### config.mk
export PLATFORM = sky130hd
export DESIGN_NAME = daa_ctrl
export DESIGN_NICKNAME = d
export VERILOG_FILES = /design/src/verilog/daa_pkg.sv /design/src/verilog/daa_tmr_if.sv /design/src/verilog/daa_cal_timer.sv /design/src/verilog/daa_ctrl.sv
export VERILOG_INCLUDE_DIRS = /design/src /design/src/verilog
export SDC_FILE = /design/constraint.sdc
export NUM_CORES = 1
export LEC_CHECK = 0
export BUFFER_PORTS_ARGS = -buffer_cell sky130_fd_sc_hd__buf_2
export CAP_MARGIN = 30
export CORE_ASPECT_RATIO = 1.25
export CORE_MARGIN = 5
export CORE_UTILIZATION = 30
export DETAILED_ROUTE_END_ITERATION = 12
export PLACE_DENSITY_LB_ADDON = 0.25
export SYNTH_ARGS = -nofsm -noshare
export SYNTH_HDL_FRONTEND = slang
export SYNTH_SLANG_ARGS = --single-unit
### constraint.sdc
create_clock -name clk_i -period 1.8 [get_ports clk_i]
set_input_delay 0.36 -clock clk_i [delete_from_list [all_inputs] [get_ports clk_i]]
set_output_delay 0.36 -clock clk_i [all_outputs]
set_load 0.005 [all_outputs]
### src/verilog/daa_params.svh
`ifndef DAA_PARAMS_SVH
`define DAA_PARAMS_SVH

// Clock and timing
`define DAA_CLK_MHZ        100
`define DAA_T_RES_CAL_MS   17
`define DAA_T_ADC_CAL_MS   256
`define DAA_T_LOCK_MS      1
`define DAA_LOCK_EDGES     7'h40
`define DAA_LOSS_W         17
`define DAA_FILT_DELAY     4

// Register byte addresses
`define DAA_ADDR_PWR       8'h00
`define DAA_ADDR_LOOP      8'h04
`define DAA_ADDR_TEST      8'h08
`define DAA_ADDR_LINE      8'h0C
`define DAA_ADDR_CAL       8'h10
`define DAA_ADDR_PCM_LINE_LOOPBACK_ENABLE      8'h14
`define DAA_ADDR_STAT      8'h18

// Field positions
`define DAA_BIT_DATA_LOOP  0
`define DAA_BIT_BARRIER    1
`define DAA_BIT_HYBRID     1
`define DAA_BIT_ANALOG     3
`define DAA_BIT_CHIP_PD    3
`define DAA_BIT_LINE_PD    4
`define DAA_BIT_RESISTOR_CAL_DISABLE      5
`define DAA_BIT_AUTO_CAL_DISABLE       4
`define DAA_BIT_MANUAL_CAL_TRIGGER       3
`define DAA_BIT_PCM_LINE_LOOPBACK_ENABLE       7
`define DAA_BIT_FDT        6
`define DAA_BIT_LOCKED     0
`define DAA_BIT_RES_BUSY   1
`define DAA_BIT_ADC_BUSY   2
`define DAA_BIT_SLEEP      3
`define DAA_BIT_DEEP       4

// Writable masks and reset values
`define DAA_MASK_PWR       8'h18
`define DAA_MASK_LOOP      8'h01
`define DAA_MASK_TEST      8'h02
`define DAA_MASK_LINE      8'h0A
`define DAA_MASK_CAL       8'h38
`define DAA_MASK_PCM_LINE_LOOPBACK_ENABLE      8'h80
`define DAA_RST_PWR        8'h10
`define DAA_RST_LINE       8'h02
`define DAA_RST_ZERO       8'h00

// Synchronised input lanes
`define DAA_NIN            9
`define DAA_IN_PCLK        0
`define DAA_IN_FRAME_SYNC_IN       1
`define DAA_IN_RX          2
`define DAA_IN_LRX         3
`define DAA_IN_LFRM        4
`define DAA_IN_HOOK        5
`define DAA_IN_PLOSS       6
`define DAA_IN_RING        7
`define DAA_IN_DCOK        8

`endif

### src/verilog/daa_pkg.sv
`include "daa_params.svh"

package daa_pkg;

  typedef enum logic [1:0] {
    DAA_MODE_RESET,
    DAA_MODE_NORMAL,
    DAA_MODE_SLEEP,
    DAA_MODE_DEEP
  } daa_pmode_t;

  typedef enum logic [1:0] {
    DAA_CAL_IDLE,
    DAA_CAL_RES,
    DAA_CAL_WAIT_DC,
    DAA_CAL_ADC
  } daa_cal_t;

  typedef struct packed {
    logic [31:0] cnt;
    logic        busy;
    logic        done;
  } daa_tmr_state_t;

  typedef struct packed {
    logic [`DAA_NIN-1:0]        s1;
    logic [`DAA_NIN-1:0]        s2;
    logic [`DAA_NIN-1:0]        s3;
    logic [`DAA_NIN-1:0]        flt;
    logic [7:0]                 pwr;
    logic [7:0]                 loopr;
    logic [7:0]                 test;
    logic [7:0]                 line;
    logic [7:0]                 cal;
    logic [7:0]                 pcm_line_loopback_enable;
    daa_pmode_t                 mode;
    logic [6:0]                 lock_cnt;
    logic                       fs_seen;
    logic                       locked;
    logic [`DAA_LOSS_W-1:0]     idle_cnt;
    daa_cal_t                   cal_st;
    logic                       res_start;
    logic                       adc_start;
    logic [`DAA_FILT_DELAY-1:0] rx_dly;
    logic [`DAA_FILT_DELAY-1:0] lrx_dly;
    logic                       tx;
    logic                       ltx;
    logic [31:0]                prdata;
    logic                       pslverr;
  } daa_state_t;

endpackage

### src/verilog/daa_tmr_if.sv
`timescale 1ns/100ps

interface daa_tmr_if;
  logic start;
  logic busy;
  logic done;

  modport ctrl (output start, input busy, input done);
  modport tmr  (input start, output busy, output done);
endinterface

### src/verilog/daa_cal_timer.sv
`timescale 1ns/100ps

module daa_cal_timer
  import daa_pkg::*;
#(
  parameter logic [31:0] CYCLES = 32'h0000_0010
) (
  input  wire logic clk_i,
  input  wire logic rst_b_i,
  daa_tmr_if.tmr    tmr
);

  daa_tmr_state_t q;
  daa_tmr_state_t next_q;

  always_comb begin
    next_q      = q;
    next_q.done = 1'b0;
    if (q.busy) begin
      if (q.cnt == CYCLES - 32'h1) begin
        next_q.busy = 1'b0;
        next_q.done = 1'b1;
        next_q.cnt  = 32'h0;
      end else begin
        next_q.cnt = q.cnt + 32'h1;
      end
    end else if (tmr.start) begin
      // Start while running is ignored
      next_q.busy = 1'b1;
      next_q.cnt  = 32'h0;
    end
  end

  always_ff @(posedge clk_i or negedge rst_b_i) begin
    if (!rst_b_i) begin
      q <= '0;
    end else begin
      q <= next_q;
    end
  end

  assign tmr.busy = q.busy;
  assign tmr.done = q.done;

endmodule

### src/verilog/daa_ctrl.sv
// Behaviour
// After reset the line side stays powered down and never loads the line.
// Host supplies bit clock and frame sync; lock within 1 ms; writing 00H powers line.
// Isolation link off by default; no line traffic until line_side_powerdown clears.
// Host lets the lock complete before clearing line_side_powerdown.
// Reset operation: line_side_powerdown set, chip_powerdown clear, link off, status invalid.
// Both powerdown bits clear gives normal operation with link traffic both ways.
// chip_powerdown alone gives sleep: only link and ring output work; reset exits.
// Host clears line_side_powerdown before sleep and reprograms after the reset.
// Both bits set gives deep powerdown, ring output dead, only reset restores.
// Off-hook or line power loss runs 17 ms resistor calibration unless disabled.
// 256 ms ADC calibration starts after dc termination settles and resistor cal ends.
// Manual ADC calibration on trigger high then low with auto cal disabled; 256 ms.
// Host starts manual calibration about 256 ms before it needs valid data.
// With line_side_powerdown set, receive data loops through filters to transmit.
// Once line_side_powerdown clears, frame detected shows the link is established.
// Data loopback returns receive data unchanged on transmit, bypassing filters.
// Host waits 402.75 ms after going off-hook before selecting line test modes.
// Barrier loopback sends receive data over the link and returns it on transmit.
// Analog loopback makes the line side drive line signals back onto the line.
// PCM line loopback digitises line data, filters it and returns it to the line.
// Clearing hybrid_enable selects internal analog loopback via the line.
// Host enables at most one test mode at a time.
//
// Decided for this implementation: the placing of the registers and the APB interface to the registers.
`timescale 1ns/100ps
`include "daa_params.svh"

module daa_ctrl
  import daa_pkg::*;
#(
  parameter logic [31:0] RES_CAL_CYCLES = 32'(`DAA_T_RES_CAL_MS * 1000 * `DAA_CLK_MHZ),
  parameter logic [31:0] ADC_CAL_CYCLES = 32'(`DAA_T_ADC_CAL_MS * 1000 * `DAA_CLK_MHZ),
  parameter logic [`DAA_LOSS_W-1:0] LOCK_LOSS_CYCLES = `DAA_LOSS_W'(`DAA_T_LOCK_MS * 1000 * `DAA_CLK_MHZ)
) (
  input  wire logic        clk_i,
  input  wire logic        rst_b_i,
  input  wire logic        psel_i,
  input  wire logic        penable_i,
  input  wire logic        pwrite_i,
  input  wire logic [7:0]  paddr_i,
  input  wire logic [31:0] pwdata_i,
  output logic      [31:0] prdata_o,
  output logic             pready_o,
  output logic             pslverr_o,
  input  wire logic        pcm_bit_clock_i,
  input  wire logic        frame_sync_in_i,
  input  wire logic        serial_rx_data_i,
  output logic             serial_tx_data_o,
  input  wire logic        link_rx_i,
  input  wire logic        link_frame_ok_i,
  input  wire logic        line_off_hook_i,
  input  wire logic        line_power_lost_i,
  input  wire logic        line_ring_i,
  input  wire logic        dc_term_stable_i,
  output logic             link_tx_o,
  output logic             link_enable_o,
  output logic             barrier_loop_o,
  output logic             analog_loop_o,
  output logic             hybrid_enable_o,
  output logic             ring_detect_out_o,
  output logic             res_cal_busy_o,
  output logic             adc_cal_busy_o
);

  daa_state_t q;
  daa_state_t next_q;

  daa_tmr_if res_if ();
  daa_tmr_if adc_if ();

  daa_cal_timer #(
    .CYCLES (RES_CAL_CYCLES)
  ) u_res_timer (
    .clk_i   (clk_i),
    .rst_b_i (rst_b_i),
    .tmr     (res_if.tmr)
  );

  daa_cal_timer #(
    .CYCLES (ADC_CAL_CYCLES)
  ) u_adc_timer (
    .clk_i   (clk_i),
    .rst_b_i (rst_b_i),
    .tmr     (adc_if.tmr)
  );

  logic [`DAA_NIN-1:0] pins;
  logic [`DAA_NIN-1:0] rise;
  logic [`DAA_NIN-1:0] fall;
  logic                link_en;
  logic                link_frame_detected;
  logic                setup;
  logic                wr;
  logic                pd_line;
  logic                pd_chip;
  logic [7:0]          wdat;
  logic [7:0]          stat;
  logic                cal_evt;
  logic                manual;

  assign pins = {dc_term_stable_i, line_ring_i, line_power_lost_i, line_off_hook_i,
                 link_frame_ok_i, link_rx_i, serial_rx_data_i, frame_sync_in_i, pcm_bit_clock_i};

  // Edge once second and third stage agree
  assign rise = (q.s2 ~^ q.s3) & q.s3 & ~q.flt;
  assign fall = (q.s2 ~^ q.s3) & ~q.s3 & q.flt;

  assign link_en = (q.mode == DAA_MODE_NORMAL) || (q.mode == DAA_MODE_SLEEP);
  assign link_frame_detected     = link_en & q.flt[`DAA_IN_LFRM];
  assign setup   = psel_i & ~penable_i;
  assign wr      = psel_i & penable_i & pwrite_i;
  assign wdat    = pwdata_i[7:0];

  assign stat = {1'b0, link_frame_detected, 1'b0,
                 q.mode == DAA_MODE_DEEP, q.mode == DAA_MODE_SLEEP,
                 adc_if.busy, res_if.busy, q.locked};

  // Line events only reach us while the link runs
  assign cal_evt = link_en & (rise[`DAA_IN_HOOK] | rise[`DAA_IN_PLOSS]);

  // Trigger taken high then back low, only with auto cal disabled
  assign manual = wr && (paddr_i == `DAA_ADDR_CAL) && q.cal[`DAA_BIT_MANUAL_CAL_TRIGGER]
                  && !wdat[`DAA_BIT_MANUAL_CAL_TRIGGER] && q.cal[`DAA_BIT_AUTO_CAL_DISABLE];

  always_comb begin
    next_q           = q;
    pd_line          = q.pwr[`DAA_BIT_LINE_PD];
    pd_chip          = q.pwr[`DAA_BIT_CHIP_PD];
    next_q.res_start = 1'b0;
    next_q.adc_start = 1'b0;

    // Pin synchronisers
    next_q.s1 = pins;
    next_q.s2 = q.s1;
    next_q.s3 = q.s2;
    for (int i = 0; i < `DAA_NIN; i++) begin
      if (q.s2[i] == q.s3[i]) begin
        next_q.flt[i] = q.s3[i];
      end
    end

    // Lock to bit clock once frame sync has been seen
    if (rise[`DAA_IN_FRAME_SYNC_IN]) begin
      next_q.fs_seen = 1'b1;
    end
    if (rise[`DAA_IN_PCLK]) begin
      next_q.idle_cnt = '0;
      if (q.fs_seen) begin
        if (q.lock_cnt == `DAA_LOCK_EDGES) begin
          next_q.locked = 1'b1;
        end else begin
          next_q.lock_cnt = q.lock_cnt + 7'h1;
        end
      end
    end else if (q.idle_cnt == LOCK_LOSS_CYCLES) begin
      next_q.locked   = 1'b0;
      next_q.lock_cnt = '0;
      next_q.fs_seen  = 1'b0;
    end else begin
      next_q.idle_cnt = q.idle_cnt + `DAA_LOSS_W'(1);
    end

    // Register writes in the access phase
    if (wr) begin
      case (paddr_i)
        `DAA_ADDR_PWR: begin
          // Sleep and deep powerdown are left only by reset
          if (q.mode != DAA_MODE_SLEEP && q.mode != DAA_MODE_DEEP) begin  // see R7
            next_q.pwr = wdat & `DAA_MASK_PWR;
          end
        end
        `DAA_ADDR_LOOP: next_q.loopr = wdat & `DAA_MASK_LOOP;
        `DAA_ADDR_TEST: next_q.test  = wdat & `DAA_MASK_TEST;
        `DAA_ADDR_LINE: next_q.line  = wdat & `DAA_MASK_LINE;
        `DAA_ADDR_CAL:  next_q.cal   = wdat & `DAA_MASK_CAL;
        `DAA_ADDR_PCM_LINE_LOOPBACK_ENABLE: next_q.pcm_line_loopback_enable  = wdat & `DAA_MASK_PCM_LINE_LOOPBACK_ENABLE;
        default: begin
        end
      endcase
    end

    // Power mode from the two powerdown bits
    pd_line = next_q.pwr[`DAA_BIT_LINE_PD];
    pd_chip = next_q.pwr[`DAA_BIT_CHIP_PD];
    if (q.mode != DAA_MODE_SLEEP && q.mode != DAA_MODE_DEEP) begin
      if (pd_chip && pd_line) begin
        next_q.mode = DAA_MODE_DEEP;
      end else if (pd_chip) begin
        next_q.mode = DAA_MODE_SLEEP;
      end else if (pd_line) begin
        next_q.mode = DAA_MODE_RESET;
      end else begin
        next_q.mode = DAA_MODE_NORMAL;
      end
    end

    // Calibration sequencing
    case (q.cal_st)
      DAA_CAL_IDLE: begin
        if (cal_evt) begin
          if (!q.cal[`DAA_BIT_RESISTOR_CAL_DISABLE]) begin
            next_q.res_start = 1'b1;
            next_q.cal_st    = DAA_CAL_RES;
          end else begin
            next_q.cal_st = DAA_CAL_WAIT_DC;
          end
        end else if (manual) begin
          next_q.adc_start = 1'b1;
          next_q.cal_st    = DAA_CAL_ADC;
        end
      end
      DAA_CAL_RES: begin
        if (res_if.done) begin
          next_q.cal_st = DAA_CAL_WAIT_DC;
        end
      end
      DAA_CAL_WAIT_DC: begin
        if (q.flt[`DAA_IN_DCOK]) begin
          if (!q.cal[`DAA_BIT_AUTO_CAL_DISABLE]) begin
            next_q.adc_start = 1'b1;
            next_q.cal_st    = DAA_CAL_ADC;
          end else begin
            next_q.cal_st = DAA_CAL_IDLE;
          end
        end
      end
      DAA_CAL_ADC: begin
        if (adc_if.done) begin
          next_q.cal_st = DAA_CAL_IDLE;
        end
      end
      default: next_q.cal_st = DAA_CAL_IDLE;
    endcase

    // Serial data path, one bit per bit-clock rising edge
    if (rise[`DAA_IN_PCLK]) begin
      next_q.rx_dly  = {q.rx_dly[`DAA_FILT_DELAY-2:0], q.flt[`DAA_IN_RX]};
      next_q.lrx_dly = {q.lrx_dly[`DAA_FILT_DELAY-2:0], q.flt[`DAA_IN_LRX]};
      if (q.mode == DAA_MODE_SLEEP || q.mode == DAA_MODE_DEEP) begin
        next_q.tx = 1'b0;
      end else if (q.loopr[`DAA_BIT_DATA_LOOP]) begin
        next_q.tx = q.flt[`DAA_IN_RX];
      end else if (q.mode == DAA_MODE_RESET) begin
        next_q.tx = q.rx_dly[`DAA_FILT_DELAY-1];
      end else begin
        // Return from line side: normal, barrier and internal analog paths
        next_q.tx = q.lrx_dly[`DAA_FILT_DELAY-1];  // see R6 see R18
      end
      if (!link_en) begin
        next_q.ltx = 1'b0;
      end else if (q.pcm_line_loopback_enable[`DAA_BIT_PCM_LINE_LOOPBACK_ENABLE]) begin
        next_q.ltx = q.lrx_dly[`DAA_FILT_DELAY-1];
      end else begin
        next_q.ltx = q.rx_dly[`DAA_FILT_DELAY-1];
      end
    end

    // APB read data captured in the setup phase
    if (setup) begin
      next_q.pslverr = 1'b0;
      case (paddr_i)
        `DAA_ADDR_PWR:  next_q.prdata = {24'h0, q.pwr};
        `DAA_ADDR_LOOP: next_q.prdata = {24'h0, q.loopr};
        `DAA_ADDR_TEST: next_q.prdata = {24'h0, q.test};
        `DAA_ADDR_LINE: next_q.prdata = {24'h0, q.line};
        `DAA_ADDR_CAL:  next_q.prdata = {24'h0, q.cal};
        `DAA_ADDR_PCM_LINE_LOOPBACK_ENABLE: next_q.prdata = {24'h0, q.pcm_line_loopback_enable};
        `DAA_ADDR_STAT: next_q.prdata = {24'h0, stat};
        default: begin
          next_q.prdata  = 32'h0;
          next_q.pslverr = 1'b1;
        end
      endcase
    end
  end

  always_ff @(posedge clk_i or negedge rst_b_i) begin
    if (!rst_b_i) begin
      q          <= '0;
      q.pwr      <= `DAA_RST_PWR;  // see R1
      q.line     <= `DAA_RST_LINE;
      q.loopr    <= `DAA_RST_ZERO;
      q.mode     <= DAA_MODE_RESET;
      q.cal_st   <= DAA_CAL_IDLE;
    end else begin
      q <= next_q;
    end
  end

  assign res_if.start = q.res_start;
  assign adc_if.start = q.adc_start;

  assign prdata_o          = q.prdata;
  assign pready_o          = penable_i;
  assign pslverr_o         = psel_i & penable_i & q.pslverr;
  assign serial_tx_data_o  = q.tx;
  assign link_tx_o         = q.ltx;
  assign link_enable_o     = link_en;
  assign barrier_loop_o    = link_en & q.test[`DAA_BIT_BARRIER];
  assign analog_loop_o     = link_en & (q.line[`DAA_BIT_ANALOG] | q.pcm_line_loopback_enable[`DAA_BIT_PCM_LINE_LOOPBACK_ENABLE]);  // see R19
  assign hybrid_enable_o   = q.line[`DAA_BIT_HYBRID];
  assign ring_detect_out_o = link_en & q.flt[`DAA_IN_RING];  // see R7
  assign res_cal_busy_o    = res_if.busy;
  assign adc_cal_busy_o    = adc_if.busy;

endmodule

==> impl_metrics.env, run 1 <==
export IMPL_arrival_ps=2260
export IMPL_syn_area_mm2=0.00832
export IMPL_vias_per_cell=4.91
export IMPL_min_period_over_period_pct=108
export IMPL_worst_pin_slew_ps=593
export IMPL_cp_buffers_inverters=1
export IMPL_final_max_slew_viol_count=0
export IMPL_ys_flop_type="dfrtp_1"
export IMPL_overflow=0
export IMPL_final_nets=1083
export IMPL_cp_cell_sequence="ha_2 -> and4_4 -> nand3_2 -> o41a_1 -> buf_6 -> a32o_1 -> a31o_1"
export IMPL_hold_path_class="input port to flip-flop"
export IMPL_grt_max_degree=54
export IMPL_drive_above_1_share_pct=36.4
export IMPL_die_area_mm2=0.0312
export IMPL_detail_route_antenna_nets=0
export IMPL_reg2reg_slack_ps=-140
export IMPL_finalSetupViolCount=66
export IMPL_path_max_fanout=4
export IMPL_top_usage_layer="met2"
export IMPL_rsz0062_at_grt="true"
export IMPL_crit_path_start_kind="flip-flop"
export IMPL_synth_distinct_cells=74
export IMPL_htreeDepth=4
export IMPL_critPathKind="flip-flop to flip-flop"
export IMPL_drt_initial_drc_count=266
export IMPL_cts_buffers=17
export IMPL_grt_use_met1_pct=17.2
export IMPL_die_w_um=159
export IMPL_vias=6774
export IMPL_hold_ws_ps=29.3
export IMPL_rows=68
export IMPL_core_area_mm2=0.0275
export IMPL_powerDensity_mw_per_mm2=782
export IMPL_ios=97
export IMPL_yosys_warnings=0
export IMPL_postSynthCellCount=825
export IMPL_port_buffers=46
export IMPL_finalHoldViolCount=0
export IMPL_final_setup_worst_slack_ps=-136
export IMPL_p_leak_nw=5.07
export IMPL_dpl_hpwl_um=14100
export IMPL_area_delta_synth_final_pct=35.0
export IMPL_cts_path_max_buffers=2
export IMPL_slew_headroom_pct=60.2
export IMPL_critical_path_top_delay_family="compound AO/OA/AOI/OAI gates"
export IMPL_nFillCells=2675
export IMPL_drt_pre_antenna_iters=4
export IMPL_final_util_pct=40.9
export IMPL_min_from="frame_sync_in_i"
export IMPL_cts_root_buf="clkbuf_16"
export IMPL_whs_endpoint="next_q[142]$_DFF_PN0_"
export IMPL_max_cap_violations=0
export IMPL_n_antenna_cell=0
export IMPL_antenna_found_initial=0
export IMPL_ys_seq_elements=165
export IMPL_dieHeight_um=196
export IMPL_avgSynthCellArea_um2=10.1
export IMPL_rr_worst_depth=7
export IMPL_cp_required_ps=2120
export IMPL_violations="negative setup slack"
export IMPL_dpl_worst_slack_ps=-317
export IMPL_async_reset_ff_share_pct=100
export IMPL_skew_ps=9.54
export IMPL_first_global_vias=6596
export IMPL_cp_slowest_stage_delay_ps=480
export IMPL_wl_per_cell_um=14.9
export IMPL_numClockSinks=165
export IMPL_ir_drop_mv=0.662
export IMPL_synth_edf_count=0
export IMPL_initial_core_util_pct=30.3
export IMPL_whs_path_depth=1
export IMPL_r2r_start="u_adc_timer.q[2]$_DFFE_PN0P_"
export IMPL_finalPower_mw=8.78
export IMPL_worst_setup_path_end_kind="flip-flop"
export IMPL_status="finished, violations left"
export IMPL_fmax_mhz=517
export IMPL_fin_setup_tns_ps=-3810
export IMPL_track_usage_pct=12.9
export IMPL_yosysSeqAreaShare_pct=49.7
export IMPL_crit_slowest_cell="o41a_1"
export IMPL_grt_pass1_wl_um=33600
export IMPL_min_period_ps=1940
export IMPL_path_clk_slew_ps=70
export IMPL_layout_commonest_cell="dfrtp_1"
export IMPL_gr_usage_met3_pct=2.79
export IMPL_insertion_delay_ps=430
export IMPL_drt_wl_total_um=20500
export IMPL_cts_tree="built"
export IMPL_final_cell_mix="160 x dfrtp_1, 145 x buf_4, 87 x nand2_1, 52 x nor2_1, 44 x nand3_1"
export IMPL_r2r_end="u_adc_timer.q[31]$_DFFE_PN0P_"
export IMPL_met2_usage_pct=21.3
export IMPL_gp_congestion=0.788
export IMPL_route_detailed_drc=0
==> final cells by class <==
class                      count  area (um2)  area share (%)
clock inverter                14         164            1.46
sequential                   165        4140            36.8
inverter                      24        90.1           0.802
clock buffer                  18         439            3.91
tap                          350         438            3.90
timing repair buffer         219        1720            15.3
multi-input combinational    589        4250            37.8
==> registers in the layout, indices dropped and copies added (netlist names) <==
name	flops
serial_tx_data_o	1
q	66
u_res_timer.tmr.done	1
adc_if.start	1
u_res_timer.tmr.busy	1
res_if.start	1
u_adc_timer.q	32
hybrid_enable_o	1
u_res_timer.q	32
u_adc_timer.tmr.busy	1
prdata_o	8
u_adc_timer.tmr.done	1
link_tx_o	1
next_q	18
==> power breakdown <==
group | internal (mW) | total [mW] | switching [mW]
clock network | 2.12 | 3.77 | 1.65
registers | 3.97 | 4.14 | 0.177
logic | 0.446 | 0.865 | 0.419
==> synth_stat cells (7+ instances only) <==
cell | n | area (um2)
a32oi_1 | 7 | 61.3
mux2i_1 | 9 | 90.1
and2_1 | 8 | 50.1
o21ai_0 | 29 | 145
nor2_1 | 60 | 225
nand3_1 | 46 | 230
and3_1 | 16 | 100
buf_4 | 34 | 255
xor2_1 | 15 | 131
dfrtp_1 | 163 | 4080
and4_1 | 8 | 70.1
xnor2_1 | 7 | 61.3
nor3_1 | 11 | 55.1
nand4_1 | 22 | 138
nor2b_1 | 9 | 56.3
inv_1 | 24 | 90.1
mux2_2 | 23 | 259
o211ai_1 | 7 | 52.6
a31oi_1 | 48 | 300
nand2_1 | 88 | 330
a21oi_1 | 30 | 150
nor4_1 | 12 | 75.1
buf_2 | 12 | 60.1
clkbuf_1 | 17 | 63.8
ha_1 | 13 | 163
==> routing by layer <==
layer,up-vias,wire [um]
li1,3335,-
met1,3326,9560
met2,95,10000
met3,18,636
met4,0,293
met5,-,0
==> what timing repair did <==
item,4_1_cts,5_1_grt
pin swaps,22,34
endpoints found under the setup margin,65,78
hold buffers,1,0
buffers inserted,15,7
resized for setup,51,73
endpoints found under the hold margin,21,0
cloned,0,3
==> how the worst max path moves through the flow <==
stage	from	to	slack, ps	cells after the start
floorplan	u_adc_timer.q[21]$_DFFE_PN0P_	u_adc_timer.q[16]$_DFFE_PN0P_	-30	8
global placement	u_adc_timer.q[31]$_DFFE_PN0P_	u_adc_timer.q[9]$_DFFE_PN0P_	-300	6
detailed placement	u_adc_timer.q[31]$_DFFE_PN0P_	u_adc_timer.q[9]$_DFFE_PN0P_	-320	6
CTS	u_adc_timer.q[3]$_DFFE_PN0P_	u_adc_timer.q[31]$_DFFE_PN0P_	-150	7
global route	u_adc_timer.q[3]$_DFFE_PN0P_	u_adc_timer.q[31]$_DFFE_PN0P_	-240	7
finish	u_adc_timer.q[2]$_DFFE_PN0P_	u_adc_timer.q[31]$_DFFE_PN0P_	-140	7
==> through the flow <==
step	instances	instance area, um2
after global placement	1322	9810
after detailed placement	1322	9810
final	1379	11200
after floorplan	848	8430
after global routing	1379	11200
after CTS	1369	10800
==> cells by family after synthesis <==
group	count (synthesis)	synth area share [%]
XOR/XNOR	22	2.32
AO/OA/AOI/OAI	167	12.9
flip-flops	165	49.7
other	1	0.0451
buffers and inverters	95	6.54
AND/OR/NAND/NOR	323	21.3
multiplexers	34	4.65
adder cells (fa/ha/maj)	18	2.56
Power figures use the tool's default switching activity.
==> run 2: changes to the inputs <==
TNS_END_PERCENT = 20   (was unset)
==> run 2 against run 1 <==
Effect of this change: register-to-register slack worse by 70 ps; largest power group unchanged; highest routed layer unchanged; clock power up 2%; via count down 0.66%; largest cell class is now sequential cells; sequential share of layout area grew 0.78 points; flip-flop and latch count unchanged; the run still ends with negative setup slack left; power grew 0.49%.
==> impl_metrics.env, run 2 (same netlist as run 1, synthesis figures left out) <==
export IMPL_status="finished, violations left"
export IMPL_violations="negative setup slack"
export IMPL_reg_top3="q (66), u_adc_timer.q (32), u_res_timer.q (32)"
export IMPL_dpl_hpwl_um=14000
export IMPL_first_global_vias=6754
export IMPL_min_period_ps=2010
export IMPL_finalPower_mw=8.82
export IMPL_p_leak_nw=5.03
export IMPL_placed_cells=1329
export IMPL_final_cell_mix="160 x dfrtp_1, 155 x buf_4, 87 x nand2_1, 56 x nor2_1"
export IMPL_min_from="pcm_bit_clock_i"
export IMPL_insertion_delay_ps=440
export IMPL_area_delta_synth_final_pct=32.2
export IMPL_core_area_mm2=0.0275
export IMPL_path_max_fanout=13
export IMPL_antenna_found_initial=0
export IMPL_die_area_mm2=0.0312
export IMPL_largest_reg_flops=66
export IMPL_gp_congestion=0.788
export IMPL_cts_tree="built"
export IMPL_final_cells=1379
export IMPL_min_period_over_period_pct=112
export IMPL_largest_register="q"
export IMPL_fmax_mhz=498
export IMPL_hold_path_class="input port to flip-flop"
export IMPL_cts_root_buf="clkbuf_16"
export IMPL_drt_initial_drc_count=294
export IMPL_drive_above_1_share_pct=34.5
export IMPL_grt_pass1_wl_um=33100
export IMPL_final_util_pct=40.0
export IMPL_wl_per_cell_um=14.3
export IMPL_nFillCells=2709
export IMPL_n_antenna_cell=0
export IMPL_ios=97
export IMPL_route_detailed_drc=0
export IMPL_cts_buffers=17
export IMPL_startpoint="u_adc_timer.q[3]$_DFFE_PN0P_"
export IMPL_htreeDepth=4
export IMPL_dieHeight_um=196
export IMPL_port_buffers=46
export IMPL_vias=6729
export IMPL_cp_cell_sequence="ha_2 -> and4_4 -> nand3_2 -> o41a_1 -> buf_6 -> buf_12 -> mux2_4"
export IMPL_drt_pre_antenna_iters=4
export IMPL_layout_commonest_cell="dfrtp_1"
export IMPL_powerDensity_mw_per_mm2=802
export IMPL_finalSetupViolCount=41
export IMPL_path_clk_slew_ps=70
export IMPL_r2r_start="u_adc_timer.q[3]$_DFFE_PN0P_"
export IMPL_final_setup_worst_slack_ps=-207
export IMPL_cp_buffers_inverters=2
export IMPL_rsz0062_at_grt="true"
export IMPL_ir_drop_mv=0.671
export IMPL_final_max_slew_viol_count=0
export IMPL_cts_path_max_buffers=2
export IMPL_numClockSinks=165
export IMPL_critical_path_top_delay_family="compound AO/OA/AOI/OAI gates"
export IMPL_worst_setup_path_end_kind="flip-flop"
export IMPL_max_cap_violations=0
export IMPL_cp_required_ps=2120
export IMPL_crit_slowest_cell="o41a_1"
export IMPL_detail_route_antenna_nets=0
export IMPL_finalHoldViolCount=0
export IMPL_overflow=0
export IMPL_vias_per_cell=4.88
export IMPL_rows=68
export IMPL_arrival_ps=2330
export IMPL_grt_max_degree=47
export IMPL_skew_ps=9.65
export IMPL_critPathKind="flip-flop to flip-flop"
export IMPL_die_w_um=159
export IMPL_track_usage_pct=12.7
export IMPL_final_nets=1083
export IMPL_initial_core_util_pct=30.3
export IMPL_drt_wl_total_um=19700
export IMPL_cp_slowest_stage_delay_ps=490
export IMPL_crit_path_start_kind="flip-flop"
export IMPL_hold_ws_ps=28.4
[run 2: final timing paths]
path / to / slack, ps / depth (start not counted)
max in group asynchronous: q[119]$_DFF_PN1_ / 760 / 3
worst max-delay path: u_adc_timer.q[2]$_DFFE_PN0P_ / -210 / 7
worst max register to register: u_adc_timer.q[2]$_DFFE_PN0P_ / -210 / 7
worst min register to register: next_q[135]$_DFF_PN0_ / 350 / 0
min in group asynchronous: q[72]$_DFFE_PN0P_ / 420 / 2
worst min-delay path: next_q[141]$_DFF_PN0_ / 30 / 1
[run 2: area by class of cell]
class | instances | area [um2] | area share, %
Timing Repair Buffer | 220 | 1680 | 15.3
Multi-Input combinational cell | 588 | 4030 | 36.7
Clock buffer | 17 | 425 | 3.87
Inverter | 24 | 90.1 | 0.819
Clock inverter | 15 | 195 | 1.77
Sequential cell | 165 | 4140 | 37.6
Tap cell | 350 | 438 | 3.98
[run 2: repair_timing]
action / in CTS / in global routing
hold buffers: 1 / 0
setup endpoints to repair: 70 / 78
hold endpoints to repair: 36 / 0
gates cloned: 0 / 1
pin swaps: 18 / 16
setup buffers: 14 / 2
gates resized for setup: 37 / 39
[run 2: worst reg2reg max path, stage by stage (launching register included)]
cell and delay [ps]:
dfrtp_1 360, ha_2 180, and4_4 220, nand3_2 80, o41a_1 490, buf_6 170, buf_12 150, mux2_4 270
[run 2: routing by layer]
metal	wire length, um	vias up	share of wire, %	global-route usage (%)
li1	-	3333	-	-
met1	8980	3277	46	16.4
met2	9820	107	50	21.6
met3	610	12	3.1	2.46
met4	243	0	1.2	3.95
met5	0	-	0	0
[run 2: metrics by stage]
step | instance area [um2] | setup WS (ps) | setup TNS (ps)
after global placement | 9900 | -226 | -7760
after global routing | 11000 | -284 | -9210
after floorplan | 8410 | -36.3 | -208
final | 11000 | -207 | -4050
after CTS | 10800 | -163 | -3190
after detailed placement | 9900 | -198 | -7400
[run 2: where the power goes]
group	switching [mW]	total, mW	internal (mW)	leakage (nW)
clock network	1.64	3.86	2.22	0.296
registers	0.180	4.15	3.97	2.14
logic	0.392	0.814	0.422	2.60
total	2.21	8.82	6.61	5.03
==> run 3: changes to the inputs <==
CORE_MARGIN = unset   (was 5)
CORE_UTILIZATION = 53   (was 30)
SYNTH_HIERARCHICAL = 1   (was unset)
==> run 3 against run 2 <==
Effect of this change: wire length is 7.3% higher; highest routed layer unchanged; clock-buffer cell count rose by 2; critical endpoint is now u_res_timer/q[29]$_DFFE_PN0P_; the run still ends with negative setup slack left; flip-flop and latch count unchanged.
==> impl_metrics.env, run 3 <==
export IMPL_status="finished, violations left"
export IMPL_violations="negative setup slack"
export IMPL_htreeDepth=4
export IMPL_port_buffers=46
export IMPL_final_nets=1137
export IMPL_route_detailed_drc=0
export IMPL_arrival_ps=2420
export IMPL_async_reset_ff_share_pct=100
export IMPL_p_leak_nw=5.05
export IMPL_skew_ps=9.75
export IMPL_largest_reg_flops=66
export IMPL_synth_edf_count=0
export IMPL_synth_top_cell_by_area="dfrtp_1"
export IMPL_hold_ws_ps=29.9
export IMPL_final_util_pct=71.0
export IMPL_cp_cell_sequence="nor4bb_2 -> buf_4 -> nand4_1 -> buf_4 -> o31ai_4 -> buf_2 -> buf_4 -> or3_1 -> nand3_1"
export IMPL_final_cell_mix="163 x dfrtp_1, 145 x buf_4, 104 x nand2_1, 58 x nand3_1, 45 x buf_2"
export IMPL_path_clk_slew_ps=60
export IMPL_rows=51
export IMPL_placed_cells=1248
export IMPL_nFillCells=1142
export IMPL_rr_worst_depth=9
export IMPL_n_antenna_cell=0
export IMPL_worst_setup_path_end_kind="flip-flop"
export IMPL_post_synth_top_count_cell="dfrtp_1"
export IMPL_ios=97
export IMPL_area_delta_synth_final_pct=30.3
export IMPL_initial_core_util_pct=54.5
export IMPL_min_period_over_period_pct=117
export IMPL_finalSetupViolCount=61
export IMPL_insertion_delay_ps=430
export IMPL_ys_seq_elements=165
export IMPL_finalHoldViolCount=0
export IMPL_reg_top3="q (66), u_adc_timer/q (32), u_res_timer/q (32)"
export IMPL_r2r_start="u_res_timer/q[20]$_DFFE_PN0P_"
export IMPL_critPathKind="flip-flop to flip-flop"
export IMPL_die_w_um=115
export IMPL_crit_path_start_kind="flip-flop"
export IMPL_overflow=0
export IMPL_vias_per_cell=5.81
export IMPL_final_max_slew_viol_count=0
export IMPL_ir_drop_mv=0.654
export IMPL_min_from="dc_term_stable_i"
export IMPL_powerDensity_mw_per_mm2=807
export IMPL_postSynthCellCount=879
export IMPL_detail_route_antenna_nets=0
export IMPL_cp_required_ps=2110
export IMPL_cp_slowest_stage_delay_ps=400
export IMPL_hold_path_class="input port to flip-flop"
export IMPL_synth_distinct_cells=81
export IMPL_rsz0062_at_grt="true"
export IMPL_vias=7512
export IMPL_fmax_mhz=475
export IMPL_finalPower_mw=8.96
export IMPL_min_period_ps=2100
export IMPL_path_max_fanout=4
export IMPL_cts_path_max_buffers=2
export IMPL_final_cells=1294
export IMPL_final_setup_worst_slack_ps=-304
export IMPL_yosys_warnings=6
export IMPL_whs_endpoint="next_q[149]$_DFF_PN0_"
export IMPL_wl_per_cell_um=16.3
export IMPL_track_usage_pct=26.1
export IMPL_grt_pass1_wl_um=33900
export IMPL_antenna_found_initial=0
export IMPL_largest_register="q"
export IMPL_cts_root_buf="clkbuf_16"
export IMPL_reg2reg_slack_ps=-300
export IMPL_cts_buffers=17
export IMPL_crit_path_frequent_cell="buf_4"
export IMPL_crit_slowest_cell="dfrtp_1"
export IMPL_dpl_hpwl_um=13900
export IMPL_avgSynthCellArea_um2=9.70
export IMPL_layout_commonest_cell="dfrtp_1"
export IMPL_dpl_worst_slack_ps=-276
export IMPL_syn_area_mm2=0.00853
export IMPL_synth_top_area_share_pct=47.8
export IMPL_yosysSeqAreaShare_pct=48.5
export IMPL_die_area_mm2=0.0166
export IMPL_grt_max_degree=54
export IMPL_core_area_mm2=0.0156
export IMPL_synth_common_cells="163 x dfrtp_1, 107 x nand2_1, 65 x nand3_1"
export IMPL_first_global_vias=7180
export IMPL_numClockSinks=165
export IMPL_gp_congestion=0.889
export IMPL_drive_above_1_share_pct=33.1
export IMPL_r2r_end="u_res_timer/q[29]$_DFFE_PN0P_"
export IMPL_ys_flop_type="dfrtp_1"
export IMPL_max_cap_violations=0
export IMPL_cts_tree="built"
export IMPL_whs_path_depth=1
export IMPL_yosys_top_cells_area="dfrtp_1 48%, nand2_1 4.7%, nand3_1 3.8%, buf_4 2.9%, nand4_1 2.7%"
export IMPL_drt_pre_antenna_iters=5
export IMPL_drt_initial_drc_count=568
export IMPL_dieHeight_um=144
export IMPL_drt_wl_total_um=21100
-- run 3: cell types whose count changed in the layout (fill, tap and decap cells not counted), sizes merged, moves of 13 or more --
cell   previous run  this run
a31oi            48        14
nand2            88       108
nand3            48        68
nand4            24        41
nor2             60        45
or3               3        16
-- run 3: per-layer routing --
metal	share of wire [%]	global-route usage (%)
met1	42	31.9
met5	0	0
met2	51	45.2
met4	2.1	10.5
met3	4.5	4.89
-- run 3: area by class of cell --
cell class	count	area (um2)	share of cell area, %
clock buffers	19	443	3.99
clock inverters	13	148	1.33
inverters	29	109	0.980
multi-input cells	642	4320	38.9
flip-flops and latches	165	4130	37.2
well taps	212	265	2.39
repair buffers	214	1690	15.2
-- run 3: timing repair --
| item | in CTS | in global routing |
|---|---|---|
| gates resized for setup | 38 | 43 |
| pin swaps | 23 | 26 |
| buffers inserted | 4 | 5 |
| hold endpoints to repair | 26 | 0 |
| gates cloned | 1 | 3 |
| hold buffers | 1 | 0 |
| endpoints found under the setup margin | 64 | 69 |
-- run 3: kinds of logic (layout without fill, tap and decap cells) --
| family | count (synthesis) | count (layout) | share of synthesized area [%] |
|---|---|---|---|
| simple gates | 414 | 414 | 27.1 |
| flops | 165 | 165 | 48.5 |
| compound gates | 148 | 148 | 11.5 |
| buf+inv | 95 | 275 | 5.87 |
| mux | 22 | 22 | 2.80 |
| fa+ha+maj | 19 | 19 | 2.64 |
| xor+xnor | 15 | 15 | 1.54 |
| other cells | 1 | 24 | 0.0440 |
-- run 3: power by group --
group | switching [mW] | internal (mW)
Clock | 1.57 | 2.10
Combinational | 0.566 | 0.544
Sequential | 0.229 | 3.95
-- run 3: critical path: cells and delay by family (launching register included) --
kind | cells | cell delay (ps)
AOI/OAI and AO/OA | 1 | 250
DFF | 1 | 400
and+or+nand+nor | 4 | 630
buffers and inverters | 4 | 700
-- run 3: how the worst max path moves through the flow --
stage,from,endpoint,slack [ps],depth (start not counted)
floorplan,u_adc_timer/q[2]$_DFFE_PN0P_,u_adc_timer/q[30]$_DFFE_PN0P_,-250,6
global placement,u_adc_timer/q[3]$_DFFE_PN0P_,u_adc_timer/q[30]$_DFFE_PN0P_,-260,6
detailed placement,u_adc_timer/q[2]$_DFFE_PN0P_,u_adc_timer/q[30]$_DFFE_PN0P_,-280,6
CTS,u_adc_timer/q[2]$_DFFE_PN0P_,u_adc_timer/q[30]$_DFFE_PN0P_,-260,6
global route,u_adc_timer/q[2]$_DFFE_PN0P_,u_adc_timer/q[30]$_DFFE_PN0P_,-370,6
finish,u_res_timer/q[20]$_DFFE_PN0P_,u_res_timer/q[29]$_DFFE_PN0P_,-300,9
-- run 3: metrics by stage --
step | instance area (um2) | TNS [ps]
after detailed placement | 10000 | -8490
final | 11100 | -8810
after global routing | 11100 | -13630
after floorplan | 8690 | -3520
after CTS | 10800 | -5910
after global placement | 10000 | -6790
